`src/rtl/aesp_pkg.sv`:
```
// Shared constants and types of the axis encoder, status and parameter block.
package aesp_pkg;

  // --------------------------------------------------------------------------
  // Parameter numbers
  // --------------------------------------------------------------------------
  localparam logic [7:0] P_BOOST = 8'hC8;
  localparam logic [7:0] P_NULL_CFG = 8'hC9;
  localparam logic [7:0] P_FREEWHEEL = 8'hCC;
  localparam logic [7:0] P_LOAD = 8'hCE;
  localparam logic [7:0] P_XERR = 8'hCF;
  localparam logic [7:0] P_DRV_FLT = 8'hD0;
  localparam logic [7:0] P_IENC = 8'hD1;
  localparam logic [7:0] P_ISCALE = 8'hD2;
  localparam logic [7:0] P_IDEV = 8'hD4;
  localparam logic [7:0] P_STBY = 8'hD6;
  localparam logic [7:0] P_ANGLE = 8'hD7;
  localparam logic [7:0] P_XENC = 8'hD8;
  localparam logic [7:0] P_XSCALE = 8'hD9;

  // --------------------------------------------------------------------------
  // Values after reset and field positions
  // --------------------------------------------------------------------------
  localparam logic [15:0] STBY_RST = 16'h00C8;
  localparam logic [31:0] WORD_RST = 32'h0000_0000;
  localparam logic [15:0] HALF_RST = 16'h0000;
  localparam logic [7:0] BYTE_RST = 8'h00;
  localparam int XERR_STALL_BIT = 0;
  localparam int XERR_DEV_BIT = 1;
  localparam int FLT_STALL_BIT = 0;

  // --------------------------------------------------------------------------
  // Timing
  // --------------------------------------------------------------------------
  localparam int CLK_KHZ = 50000;
  localparam int TICK_MS = 10;
  localparam int TICK_CYCLES = TICK_MS * CLK_KHZ;
  localparam int STILL_CYCLES = 2 ** 20;

  // --------------------------------------------------------------------------
  // Types
  // --------------------------------------------------------------------------
  typedef struct packed {
    logic [1:0] spare;
    logic pol_high;
    logic every;
    logic clr_en;
  } aesp_null_cfg_t;

  typedef struct packed {
    logic [9:0] angle;
    logic [9:0] load;
    logic [6:0] fault;
    logic step;
    logic [1:0] iq;
    logic xn;
    logic [1:0] xq;
  } aesp_pins_t;

  localparam int PIN_W = $bits(aesp_pins_t);

  typedef enum logic [1:0] {
    PWR_RUN = 2'b00,
    PWR_STBY = 2'b01,
    PWR_FREE = 2'b10
  } aesp_pwr_t;

endpackage

```
`src/rtl/aesp_axis_params.sv`:
```
// Axis parameter set: currents, encoders, fault flags and deviation monitor.

// Summary of operation
// - Boost current while ramping, run current if zero.
// - Null config picks clear next or every event.
// - Config bit makes null channel active high.
// - Cut power after idle freewheel time; zero never.
// - Read-only load value, same as stall measurement.
// - Error value: 1 stall, 2 deviation.
// - Error flags clear on read or motion.
// - Fault bits 0-2: stall, overtemp, prewarning.
// - Fault bits 3-4: coil short to ground.
// - Fault bits 5-6: coil open load.
// - Fault bit 7: no step for 2^20 cycles.
// - Stop motor on excess deviation; zero disables.
// - Standby current after power down delay, default 200.
// - Read-only internal encoder angle, 0 to 1023.
module aesp_axis_params #(
  parameter int TICK_CYC = aesp_pkg::TICK_CYCLES,
  parameter int STILL_CYC = aesp_pkg::STILL_CYCLES
) (
  // Clock and reset
  input wire logic CORE_CLK,
  input wire logic RST_N,
  // Parameter access
  input wire logic PAR_WR,
  input wire logic PAR_RD,
  input wire logic [7:0] PAR_NUM,
  input wire logic [31:0] PAR_WDATA,
  output logic [31:0] PAR_RDATA,
  output logic PAR_ACK,
  output logic PAR_BAD,
  // Motion controller
  input wire logic RAMPING,
  input wire logic VEL_ZERO,
  input wire logic MOTION_CMD,
  input wire logic [7:0] RUN_CURRENT,
  input wire logic [31:0] ACTUAL_POS,
  // Pins from driver and encoders
  input wire logic [6:0] DRV_FAULT,
  input wire logic [9:0] DRV_LOAD,
  input wire logic [9:0] ROTOR_ANGLE,
  input wire logic STEP_IN,
  input wire logic INT_ENC_A,
  input wire logic INT_ENC_B,
  input wire logic EXT_ENC_A,
  input wire logic EXT_ENC_B,
  input wire logic EXT_ENC_N,
  // Driver controls
  output logic [7:0] CURRENT_SCALE,
  output logic STANDBY_CURRENT,
  output logic MOTOR_POWER_OFF,
  output logic MOTOR_STOP
);

  // --------------------------------------------------------------------------
  // Helpers
  // --------------------------------------------------------------------------
  // Quadrature step: bit 1 flags a legal single edge, bit 0 says count up.
  function automatic logic [1:0] quad_step(input logic [1:0] prev, input logic [1:0] cur);
    logic [1:0] r;
    r = 2'b00;
    if ((prev[1] ^ cur[1]) != (prev[0] ^ cur[0]))
    begin
      r = {1'b1, prev[1] ^ cur[0]};
    end
    return r;
  endfunction

  function automatic logic [31:0] quad_count(input logic [31:0] c, input logic [1:0] s);
    logic [31:0] r;
    r = c;
    if (s[1])
    begin
      r = s[0] ? c + 32'h0000_0001 : c - 32'h0000_0001;
    end
    return r;
  endfunction

  // --------------------------------------------------------------------------
  // Pin synchronisers
  // --------------------------------------------------------------------------
  aesp_pkg::aesp_pins_t pins_raw;
  logic [aesp_pkg::PIN_W-1:0] s1_reg;
  logic [aesp_pkg::PIN_W-1:0] s2_reg;
  logic [aesp_pkg::PIN_W-1:0] s3_reg;
  logic [aesp_pkg::PIN_W-1:0] filt_reg;
  aesp_pkg::aesp_pins_t pin;

  assign pins_raw = '{angle: ROTOR_ANGLE, load: DRV_LOAD, fault: DRV_FAULT, step: STEP_IN,
                      iq: {INT_ENC_A, INT_ENC_B}, xn: EXT_ENC_N, xq: {EXT_ENC_A, EXT_ENC_B}};
  assign pin = filt_reg;

  // Each pin takes three stages; a change is accepted once stages two and three agree.
  genvar gi;
  generate
    for (gi = 0; gi < aesp_pkg::PIN_W; gi++)
    begin : g_sync
      always_ff @(posedge CORE_CLK)
      begin
        if (!RST_N)
        begin
          s1_reg[gi] <= 1'b0;
          s2_reg[gi] <= 1'b0;
          s3_reg[gi] <= 1'b0;
          filt_reg[gi] <= 1'b0;
        end
        else
        begin
          s1_reg[gi] <= pins_raw[gi];
          s2_reg[gi] <= s1_reg[gi];
          s3_reg[gi] <= s2_reg[gi];
          filt_reg[gi] <= (s2_reg[gi] == s3_reg[gi]) ? s3_reg[gi] : filt_reg[gi];
        end
      end
    end
  endgenerate

  // --------------------------------------------------------------------------
  // Parameter registers and encoders
  // --------------------------------------------------------------------------
  logic [7:0] boost_reg, boost_next;
  aesp_pkg::aesp_null_cfg_t ncfg_reg, ncfg_next;
  logic [15:0] free_reg, free_next;
  logic [15:0] stby_reg, stby_next;
  logic [31:0] ienc_reg, ienc_next;
  logic [31:0] iscale_reg, iscale_next;
  logic [31:0] idev_reg, idev_next;
  logic [31:0] xenc_reg, xenc_next;
  logic [31:0] xscale_reg, xscale_next;
  logic [1:0] xerr_reg, xerr_next;
  logic stop_reg, stop_next;
  logic [1:0] iq_prev_reg, xq_prev_reg;
  logic null_prev_reg, stall_prev_reg;
  logic null_act, null_evt, stall_evt, dev_evt;
  logic [32:0] diff;
  logic [31:0] diff_abs;

  // Null channel level after polarity selection, and its activating edge.
  assign null_act = ncfg_reg.pol_high ? pin.xn : ~pin.xn;
  assign null_evt = null_act & ~null_prev_reg;
  assign stall_evt = pin.fault[aesp_pkg::FLT_STALL_BIT] & ~stall_prev_reg;
  // The difference is taken one bit wider so that a large gap between the signed counts cannot overflow it.
  assign diff = {ACTUAL_POS[31], ACTUAL_POS} - {ienc_reg[31], ienc_reg};
  assign diff_abs = diff[32] ? 32'(-diff) : diff[31:0];
  assign dev_evt = (idev_reg != 32'h0000_0000) && (diff_abs > idev_reg);

  // Host writes, encoder counting, null clearing and error flag bookkeeping.
  always_comb
  begin
    boost_next = boost_reg;
    ncfg_next = ncfg_reg;
    free_next = free_reg;
    stby_next = stby_reg;
    iscale_next = iscale_reg;
    idev_next = idev_reg;
    xscale_next = xscale_reg;
    ienc_next = quad_count(ienc_reg, quad_step(iq_prev_reg, pin.iq));
    xenc_next = quad_count(xenc_reg, quad_step(xq_prev_reg, pin.xq));
    xerr_next = xerr_reg;
    stop_next = stop_reg;
    if (null_evt && ncfg_reg.clr_en)
    begin
      xenc_next = 32'h0000_0000;
      if (!ncfg_reg.every)
      begin
        ncfg_next.clr_en = 1'b0;
      end
    end
    if (PAR_WR)
    begin
      if (PAR_NUM == aesp_pkg::P_BOOST)
        boost_next = PAR_WDATA[7:0];
      else if (PAR_NUM == aesp_pkg::P_NULL_CFG)
        ncfg_next = PAR_WDATA[4:0];
      else if (PAR_NUM == aesp_pkg::P_FREEWHEEL)
        free_next = PAR_WDATA[15:0];
      else if (PAR_NUM == aesp_pkg::P_IENC)
        ienc_next = PAR_WDATA;
      else if (PAR_NUM == aesp_pkg::P_ISCALE)
        iscale_next = PAR_WDATA;
      else if (PAR_NUM == aesp_pkg::P_IDEV)
        idev_next = {1'b0, PAR_WDATA[30:0]};
      else if (PAR_NUM == aesp_pkg::P_STBY)
        stby_next = PAR_WDATA[15:0];
      else if (PAR_NUM == aesp_pkg::P_XENC)
        xenc_next = PAR_WDATA;
      else if (PAR_NUM == aesp_pkg::P_XSCALE)
        xscale_next = PAR_WDATA;
    end
    // Clearing comes first so that an event in the same cycle still lands.
    if ((PAR_RD && PAR_NUM == aesp_pkg::P_XERR) || MOTION_CMD)
    begin
      xerr_next = 2'b00;
      stop_next = 1'b0;
    end
    if (stall_evt)
    begin
      xerr_next[aesp_pkg::XERR_STALL_BIT] = 1'b1;
    end
    if (dev_evt)
    begin
      xerr_next[aesp_pkg::XERR_DEV_BIT] = 1'b1;
      stop_next = 1'b1;
    end
  end

  always_ff @(posedge CORE_CLK)
  begin
    if (!RST_N)
    begin
      boost_reg <= aesp_pkg::BYTE_RST;
      ncfg_reg <= '0;
      free_reg <= aesp_pkg::HALF_RST;
      stby_reg <= aesp_pkg::STBY_RST;
      ienc_reg <= aesp_pkg::WORD_RST;
      iscale_reg <= aesp_pkg::WORD_RST;
      idev_reg <= aesp_pkg::WORD_RST;
      xenc_reg <= aesp_pkg::WORD_RST;
      xscale_reg <= aesp_pkg::WORD_RST;
      xerr_reg <= 2'b00;
      stop_reg <= 1'b0;
      iq_prev_reg <= 2'b00;
      xq_prev_reg <= 2'b00;
      null_prev_reg <= 1'b0;
      stall_prev_reg <= 1'b0;
    end
    else
    begin
      boost_reg <= boost_next;
      ncfg_reg <= ncfg_next;
      free_reg <= free_next;
      stby_reg <= stby_next;
      ienc_reg <= ienc_next;
      iscale_reg <= iscale_next;
      idev_reg <= idev_next;
      xenc_reg <= xenc_next;
      xscale_reg <= xscale_next;
      xerr_reg <= xerr_next;
      stop_reg <= stop_next;
      iq_prev_reg <= pin.iq;
      xq_prev_reg <= pin.xq;
      null_prev_reg <= null_act;
      stall_prev_reg <= pin.fault[aesp_pkg::FLT_STALL_BIT];
    end
  end

  // --------------------------------------------------------------------------
  // Idle timing, standstill and current selection
  // --------------------------------------------------------------------------
  logic [31:0] tick_reg, tick_next;
  logic [15:0] idle_reg, idle_next;
  logic [20:0] still_reg, still_next;
  logic step_prev_reg;
  aesp_pkg::aesp_pwr_t pwr_reg, pwr_next;
  logic [7:0] cur_reg, cur_next;
  logic stby_out_reg, stby_out_next, off_out_reg, off_out_next;

  // Idle time counts in 10 ms ticks and saturates, so very long pauses stay decided.
  always_comb
  begin
    tick_next = tick_reg + 32'h0000_0001;
    idle_next = idle_reg;
    still_next = (still_reg < 21'(STILL_CYC)) ? still_reg + 21'h00_0001 : still_reg;
    pwr_next = pwr_reg;
    if (tick_reg >= 32'(TICK_CYC - 1))
    begin
      tick_next = 32'h0000_0000;
      if (idle_reg != 16'hFFFF)
        idle_next = idle_reg + 16'h0001;
    end
    if (!VEL_ZERO)
    begin
      tick_next = 32'h0000_0000;
      idle_next = 16'h0000;
    end
    if (pin.step & ~step_prev_reg)
    begin
      still_next = 21'h00_0000;
    end
    case (pwr_reg)
      aesp_pkg::PWR_RUN:
        if (VEL_ZERO && idle_reg >= stby_reg)
          pwr_next = aesp_pkg::PWR_STBY;
      aesp_pkg::PWR_STBY:
        if (!VEL_ZERO)
          pwr_next = aesp_pkg::PWR_RUN;
        else if (free_reg != 16'h0000 && idle_reg >= free_reg)
          pwr_next = aesp_pkg::PWR_FREE;
      aesp_pkg::PWR_FREE:
        if (!VEL_ZERO)
          pwr_next = aesp_pkg::PWR_RUN;
      default:
        pwr_next = aesp_pkg::PWR_RUN;
    endcase
    // A freewheel time shorter than the standby delay still cuts power on time.
    if (pwr_reg == aesp_pkg::PWR_RUN && VEL_ZERO && free_reg != 16'h0000 && idle_reg >= free_reg)
      pwr_next = aesp_pkg::PWR_FREE;
    cur_next = (RAMPING && boost_reg != 8'h00) ? boost_reg : RUN_CURRENT;
    // Power outputs follow the next state, so they leave flip-flops in step with it.
    stby_out_next = (pwr_next == aesp_pkg::PWR_STBY);
    off_out_next = (pwr_next == aesp_pkg::PWR_FREE);
  end

  always_ff @(posedge CORE_CLK)
  begin
    if (!RST_N)
    begin
      tick_reg <= aesp_pkg::WORD_RST;
      idle_reg <= aesp_pkg::HALF_RST;
      still_reg <= 21'h00_0000;
      step_prev_reg <= 1'b0;
      pwr_reg <= aesp_pkg::PWR_RUN;
      cur_reg <= aesp_pkg::BYTE_RST;
      stby_out_reg <= 1'b0;
      off_out_reg <= 1'b0;
    end
    else
    begin
      tick_reg <= tick_next;
      idle_reg <= idle_next;
      still_reg <= still_next;
      step_prev_reg <= pin.step;
      pwr_reg <= pwr_next;
      cur_reg <= cur_next;
      stby_out_reg <= stby_out_next;
      off_out_reg <= off_out_next;
    end
  end

  // --------------------------------------------------------------------------
  // Readout
  // --------------------------------------------------------------------------
  logic [7:0] flt;
  logic [31:0] rdata_reg, rdata_next;
  logic ack_reg, bad_reg, bad_next;

  // Driver flags pass straight through; only standstill is made here.
  assign flt = {still_reg >= 21'(STILL_CYC), pin.fault};

  always_comb
  begin
    rdata_next = rdata_reg;
    bad_next = 1'b0;
    if (PAR_RD)
    begin
      if (PAR_NUM == aesp_pkg::P_BOOST)
        rdata_next = {24'h00_0000, boost_reg};
      else if (PAR_NUM == aesp_pkg::P_NULL_CFG)
        rdata_next = {27'h000_0000, ncfg_reg};
      else if (PAR_NUM == aesp_pkg::P_FREEWHEEL)
        rdata_next = {16'h0000, free_reg};
      else if (PAR_NUM == aesp_pkg::P_LOAD)
        rdata_next = {22'h00_0000, pin.load};
      else if (PAR_NUM == aesp_pkg::P_XERR)
        rdata_next = {30'h0000_0000, xerr_reg};
      else if (PAR_NUM == aesp_pkg::P_DRV_FLT)
        rdata_next = {24'h00_0000, flt};
      else if (PAR_NUM == aesp_pkg::P_IENC)
        rdata_next = ienc_reg;
      else if (PAR_NUM == aesp_pkg::P_ISCALE)
        rdata_next = iscale_reg;
      else if (PAR_NUM == aesp_pkg::P_IDEV)
        rdata_next = idev_reg;
      else if (PAR_NUM == aesp_pkg::P_STBY)
        rdata_next = {16'h0000, stby_reg};
      else if (PAR_NUM == aesp_pkg::P_ANGLE)
        rdata_next = {22'h00_0000, pin.angle};
      else if (PAR_NUM == aesp_pkg::P_XENC)
        rdata_next = xenc_reg;
      else if (PAR_NUM == aesp_pkg::P_XSCALE)
        rdata_next = xscale_reg;
      else
      begin
        rdata_next = 32'h0000_0000;
        bad_next = 1'b1;
      end
    end
  end

  always_ff @(posedge CORE_CLK)
  begin
    if (!RST_N)
    begin
      rdata_reg <= aesp_pkg::WORD_RST;
      ack_reg <= 1'b0;
      bad_reg <= 1'b0;
    end
    else
    begin
      rdata_reg <= rdata_next;
      ack_reg <= PAR_RD | PAR_WR;
      bad_reg <= bad_next;
    end
  end

  assign PAR_RDATA = rdata_reg;
  assign PAR_ACK = ack_reg;
  assign PAR_BAD = bad_reg;
  assign CURRENT_SCALE = cur_reg;
  assign STANDBY_CURRENT = stby_out_reg;
  assign MOTOR_POWER_OFF = off_out_reg;
  assign MOTOR_STOP = stop_reg;

endmodule

```
`config.mk`:
```
export PLATFORM = sky130hd
export DESIGN_NAME = aesp_axis_params
export DESIGN_NICKNAME = d
export VERILOG_FILES = /design/src/rtl/aesp_pkg.sv /design/src/rtl/aesp_axis_params.sv
export SDC_FILE = /design/constraint.sdc
export NUM_CORES = 1
export LEC_CHECK = 0
export BUFFER_PORTS_ARGS = -buffer_cell sky130_fd_sc_hd__buf_2
export CAP_MARGIN = 15
export CORE_MARGIN = 2
export CORE_UTILIZATION = 40
export CTS_CLUSTER_SIZE = 12
export DETAILED_ROUTE_END_ITERATION = 16
export GPL_ROUTABILITY_DRIVEN = 0
export PLACE_DENSITY_LB_ADDON = 0.3
export REMOVE_ABC_BUFFERS = 1
export SYNTH_ARGS = -nofsm -noshare
export SYNTH_HDL_FRONTEND = slang
export SYNTH_SLANG_ARGS = --single-unit
```
`constraint.sdc`:
```
create_clock -name CORE_CLK -period 13.22 [get_ports CORE_CLK]
set_input_delay 1.983 -clock CORE_CLK [delete_from_list [all_inputs] [get_ports CORE_CLK]]
set_output_delay 1.983 -clock CORE_CLK [all_outputs]
set_load 0.01 [all_outputs]
```
# [Word-level counts from Yosys, hierarchy flattened]
# Index checks and enable logic that the tools add are counted.
[op_classes] muxes=54 reduce_logical=28 eq_ne=53 bitwise_logic=25 n_lt_le_gt_ge=6 n_addsub=9
[ops] op="$mux 32" n=33
[ops] op="$eq 8x8->1 const B" n=13
[ops] op="$add 32x1->32 const B" n=3
[ops] op="$sub 32x1->32 const B" n=2
[ops] op="$eq 1x1->1" n=33
[ops] op="$sub 32x32->33" n=1
[ops] op="$ge 16x16->1" n=2
[ops] op="$ge 32x19->1 const B" n=1
[ops] op="$gt 32x31->1" n=1
[ops] op="$neg 32->32" n=1
[ops] op="$reduce_bool 32->1" n=1
[ops] op="$add 21x1->21 const B" n=1
[ops] op="$ge 21x21->1 const B" n=1
[ops] op="$lt 21x21->1 const B" n=1
[ops] op="$add 16x1->16 const B" n=1
[ops] op="$mux 2" n=8
[ops] op="$ne 16x16->1 const B" n=1
[ops] op="$reduce_bool 16->1" n=1
[ops] op="$not 1->1" n=15
[ops] op="$reduce_or 14->1" n=1
[ops] op="$mux 1" n=11
[ops] op="$reduce_and 10->1" n=1
[ops] op="$logic_and 1x1->1" n=9
[ops] op="$mux 8" n=1
[ops] op="other kinds (19)" n=32
[totals] inputBits=120 reg_bits=461 word_cells=337

# [Depth between registers and ports, before layout]
[logic_depth] ltp_word=15 mapped_depth=28

# [Least setup slack after synthesis]
# Ideal clock, no wire load.
[synth_path] kind="in2reg" from="input port ACTUAL_POS[0]" to="register xerr_reg[1]" t_required_ns=13.141 arrival_time_ns=6.319 stages=25 setup_ns=0.079 slack_ns=6.822 n_path_buf=0 path_cell_list="inv_1 ha_1 fa_1 nand2b_1 a21oi_1 o31a_1 a21o_1 nand4_1 or2_1 or2_0 or2_1 nor3_2 nand4_1 o31ai_1 xor2_1 ha_1 and4_1 nand3_1 nor3_1 o21ai_0 a21oi_1 nor2_1 a211oi_1 a21oi_1 a211oi_2"
[synth_between] elab_chain_len=6
[synth_rtl] element="start: declaration" line="aesp_axis_params.sv:38" text="input wire logic [31:0] ACTUAL_POS,"
[synth_rtl] element="$sub 32x32->33 *" line="aesp_axis_params.sv:144" text="assign diff = {ACTUAL_POS[31], ACTUAL_POS} - {ienc_reg[31], ienc_reg};"
[synth_rtl] element="$neg 32->32" line="aesp_axis_params.sv:145" text="assign diff_abs = diff[32] ? 32'(-diff) : diff[31:0];"
[synth_rtl] element="$mux 32 *" line="aesp_axis_params.sv:145"
[synth_rtl] element="$gt 32x31->1 *" line="aesp_axis_params.sv:146" text="assign dev_evt = (idev_reg != 32'h0000_0000) && (diff_abs > idev_reg);"
[synth_rtl] element="$logic_and 1x1->1 *" line="aesp_axis_params.sv:146"
[synth_rtl] element="$mux 1 or $reduce_bool 2->1 (tied branches)"
[synth_rtl] element="end signal: assignment" line="aesp_axis_params.sv:239" text="xerr_reg <= xerr_next;"
[synth_rtl] element="end: declaration" line="aesp_axis_params.sv:131" text="logic [1:0] xerr_reg, xerr_next;"
# Mark *: on every way between the ends. The rest lies on a longest branch, timed or not.
# A chain may end at the register's enable or synchronous reset.

# [Worst setup path in the final report]
# Ends and elaborated chain as after synthesis.

==> results.md <==
- Layout cell share with drive strength beyond 1: 9.56%
- Synthesis Warnings: 0
- Seq/Total Area, Yosys: 37.8%
- Relative slew slack: 27.1%
- Hpwl dp: approximately 53 mm
- FF+latch count, synth: 460
- PortBufs: 164
- Synth Cell Area: 24400 µm²
- Nets: 3432
- Main synth FF type: dfxtp_1
- Largest net degree at the start of global routing: 118
- Switching power: slightly above 800 µW
- Register area: 9210 µm²
- Leak: 0.0106 µW
- Setup Skew: 0.0357 ns
- Hold Crit Class: reg2reg
- Total length of routed wires: 72.7 mm
- Fmax: 0.151 GHz
- Slew at the pin closest to its max-slew limit: 1.09 ns
- RSZ-0062 raised after global routing: false
- Area grow syn2layout: 12.8%
- Max Root-Sink Buffers: 3
- Hold depth: 1
- ANT nets after route: 0
- WS Path Type: in2reg
- Share of power burned in registers: 45.2%
- CTS tree: built
- Multi-input logic area: 14200 µm²
- Drt first pass iters: 7
- Filler cell count: 6019
- TNS Setup: 0 ns
- Synth top area share: 37.8%
- Core area: 60400 µm²
- Cts bufs inserted: 49
- Slowest cell on crit path: fa_1
- CP most frequent cell: a21oi_1
- # IOs: 165
- Cell taking the most area after synthesis: dfxtp_1
- Fraction of registers with async set/reset: 0%
- Pwr per Cell Area: 115 nW/µm²
- Cells on worst reg2reg path: 24
- GRT Residual Overflow: 0
- CP startpoint kind: input port
- Switching portion of total power: between 20% and 30%
- Cell depth of the worst setup path: 26
- Syn Area/Cell: 8.02 µm²
- # hold bufs at CTS: 0
- DRT iter0 DRCs: ~2k
- # DRC: 0
- Crit path DAT: 7.16 ns
- Initial core utilization: 40.4%
- VDD IR max: 0.0000870 V
- CTS sink count: 460
- Die Ht: ~250 µm
- Fin worst setup slack: 6.58 ns
- Cts repair resizes: 0
- Worst EP required: 13.74 ns
- Clock Tree Root: clkbuf_16
- Distinct cell type count after synthesis: between 80 and 90
- Number of global-route vias before repair: 20.1k
- Worst-path maximum fanout: 5
- Cell family with most CP delay: simple AND/OR/NAND/NOR gates
- Final-report max-slew violation count: 0
- Pre-CTS WS: 5.99 ns
- Internal: 2320 µW
- Clk pwr share: between 40% and 50%
- Min cycle time layout: 6.64 ns
- Critical Path End Type: flop
- Postcts setup bufs: 0
- Skew-Pair Late Insertion Delay: 0.61 ns
- Reg clk slew, reported paths: 0.07 ns
- Die Span X: ~250 µm
- Comb pwr share: 13.0%
- Synth area leaders: dfxtp_1 38%, ha_1 8.2%, nand2_1 7.8%
- Final Hold Fails: 0
- Initial antenna violation count: 4
- Post-DR vias/cell: ~5.5
- Status: finished, final reports clean
- WL/cell: 18.4 µm
- # rows: 90
- Via Count: 21.9k
- CP Buf/Inv Count: 2
- Post-synth EDFFs: 0
- Worst path max stage delay: 0.40 ns
- Mapped Cells: 3040
- Max-cap violations: 0
- Finish-stage setup viols: 0
- H-tree depth: 2
- First-pass GRT wire length: 113 mm
- Die area: 62900 µm²
- Gr usage total: about 23%
- Final worst path period share: 50.2%
==> metrics by stage <==
| step | area (µm²) | std cells | power, µW | hold WS (ns) | utilization (%) |
|---|---|---|---|---|---|
| 2_1_floorplan | 23900 | 2903 | 1730 | 0.412 | - |
| 3_3_place_gp | 26000 | 3880 | 1860 | 0.414 | 43.0 |
| 3_5_place_dp | 26000 | 3880 | 1860 | 0.417 | 43.0 |
| 4_1_cts | 27500 | 3962 | 3180 | 0.414 | 45.5 |
| 5_1_grt | 27500 | 3964 | 3280 | 0.423 | 45.6 |
| 6_report | 27500 | 3964 | 3150 | 0.413 | 45.6 |
==> metal layers <==
metal | share of wire (%) | vias up | track usage (%)
met5 | 0.029 | - | 0
met4 | 3.0 | 4 | 7.94
met3 | 7.8 | 117 | 4.34
met2 | 45 | 704 | 35.9
met1 | 45 | 10210 | 30.7
li1 | - | 10873 | -
==> cell usage after synthesis, drive strengths merged, types with 17 or more instances <==
cell type	number
xnor2	95
mux2i	23
a22oi	33
inv	125
nor4	22
ha	160
and3	21
nor2	235
clkbuf	134
nand4	27
o22ai	17
nand2	505
o21ai	175
nor2b	19
a21o	60
nand3	56
a211oi	36
and2	116
a21oi	327
nor3	35
a222oi	31
nand2b	18
or3	18
dfxtp	460
xor2	72
==> cell usage in the layout, fill, tap and decap left out, types with 15 or more instances in the layout <==
cell,count
nand2_1,505
dfxtp_1,460
a21oi_1,325
nor2_1,232
o21ai_0,165
buf_2,163
ha_1,160
inv_1,125
and2_1,115
xnor2_1,93
xor2_1,70
a21o_1,60
nand3_1,56
clkbuf_16,49
a211oi_1,35
a22oi_1,33
nor3_1,32
buf_4,32
a222oi_1,31
nand4_1,26
mux2i_1,23
and3_1,21
nor2b_1,19
nor4_1,19
nand2b_1,18
or3_1,17
o22ai_1,17
o21a_1,16
a31oi_1,16
a311oi_1,15
==> path summary, 6_finish.rpt <==
kind	from	slack, ns	end
setup / recovery	ACTUAL_POS[0]	6.58	xerr_reg[1]$_SDFFE_PN0P_
hold / removal	s1_reg[31]$_SDFF_PN0_	0.41	s2_reg[31]$_SDFF_PN0_
setup reg to reg	ienc_reg[1]$_SDFF_PN0_	7.46	xerr_reg[1]$_SDFFE_PN0P_
hold reg to reg	s1_reg[31]$_SDFF_PN0_	0.41	s2_reg[31]$_SDFF_PN0_
==> cells by family (layout without fill, tap and decap cells) <==
logic type / Yosys count / count (layout) / share of synthesized area (%)
compound gates: 840 / 840 / 21.6
xor+xnor: 167 / 167 / 6.03
fa+ha+maj: 163 / 163 / 8.46
buf+inv: 275 / 403 / 4.27
flops: 460 / 460 / 37.8
mux: 25 / 25 / 1.04
other cells: 1 / 15 / 0.0154
simple gates: 1109 / 1109 / 20.8
==> cell type report <==
type                            instances  area share (%)
Inverter                              126            1.75
Clock buffer                           71            5.16
Antenna cell                            2          0.0182
Timing Repair Buffer                  195            3.84
Sequential cell                       460            33.5
Multi-Input combinational cell       2317            51.8
Clock inverter                         11           0.369
Tap cell                              782            3.56
==> power groups by stage <==
stage	sequential, µW	clock, µW	combinational [µW]
final	1420	1320	408
after global routing	1430	1400	456
after CTS	1420	1350	406
after detailed placement	1450	0	403
after global placement	1450	0	402
after floorplan	1450	0	283
No activity file was read; power rests on OpenSTA's default activity.
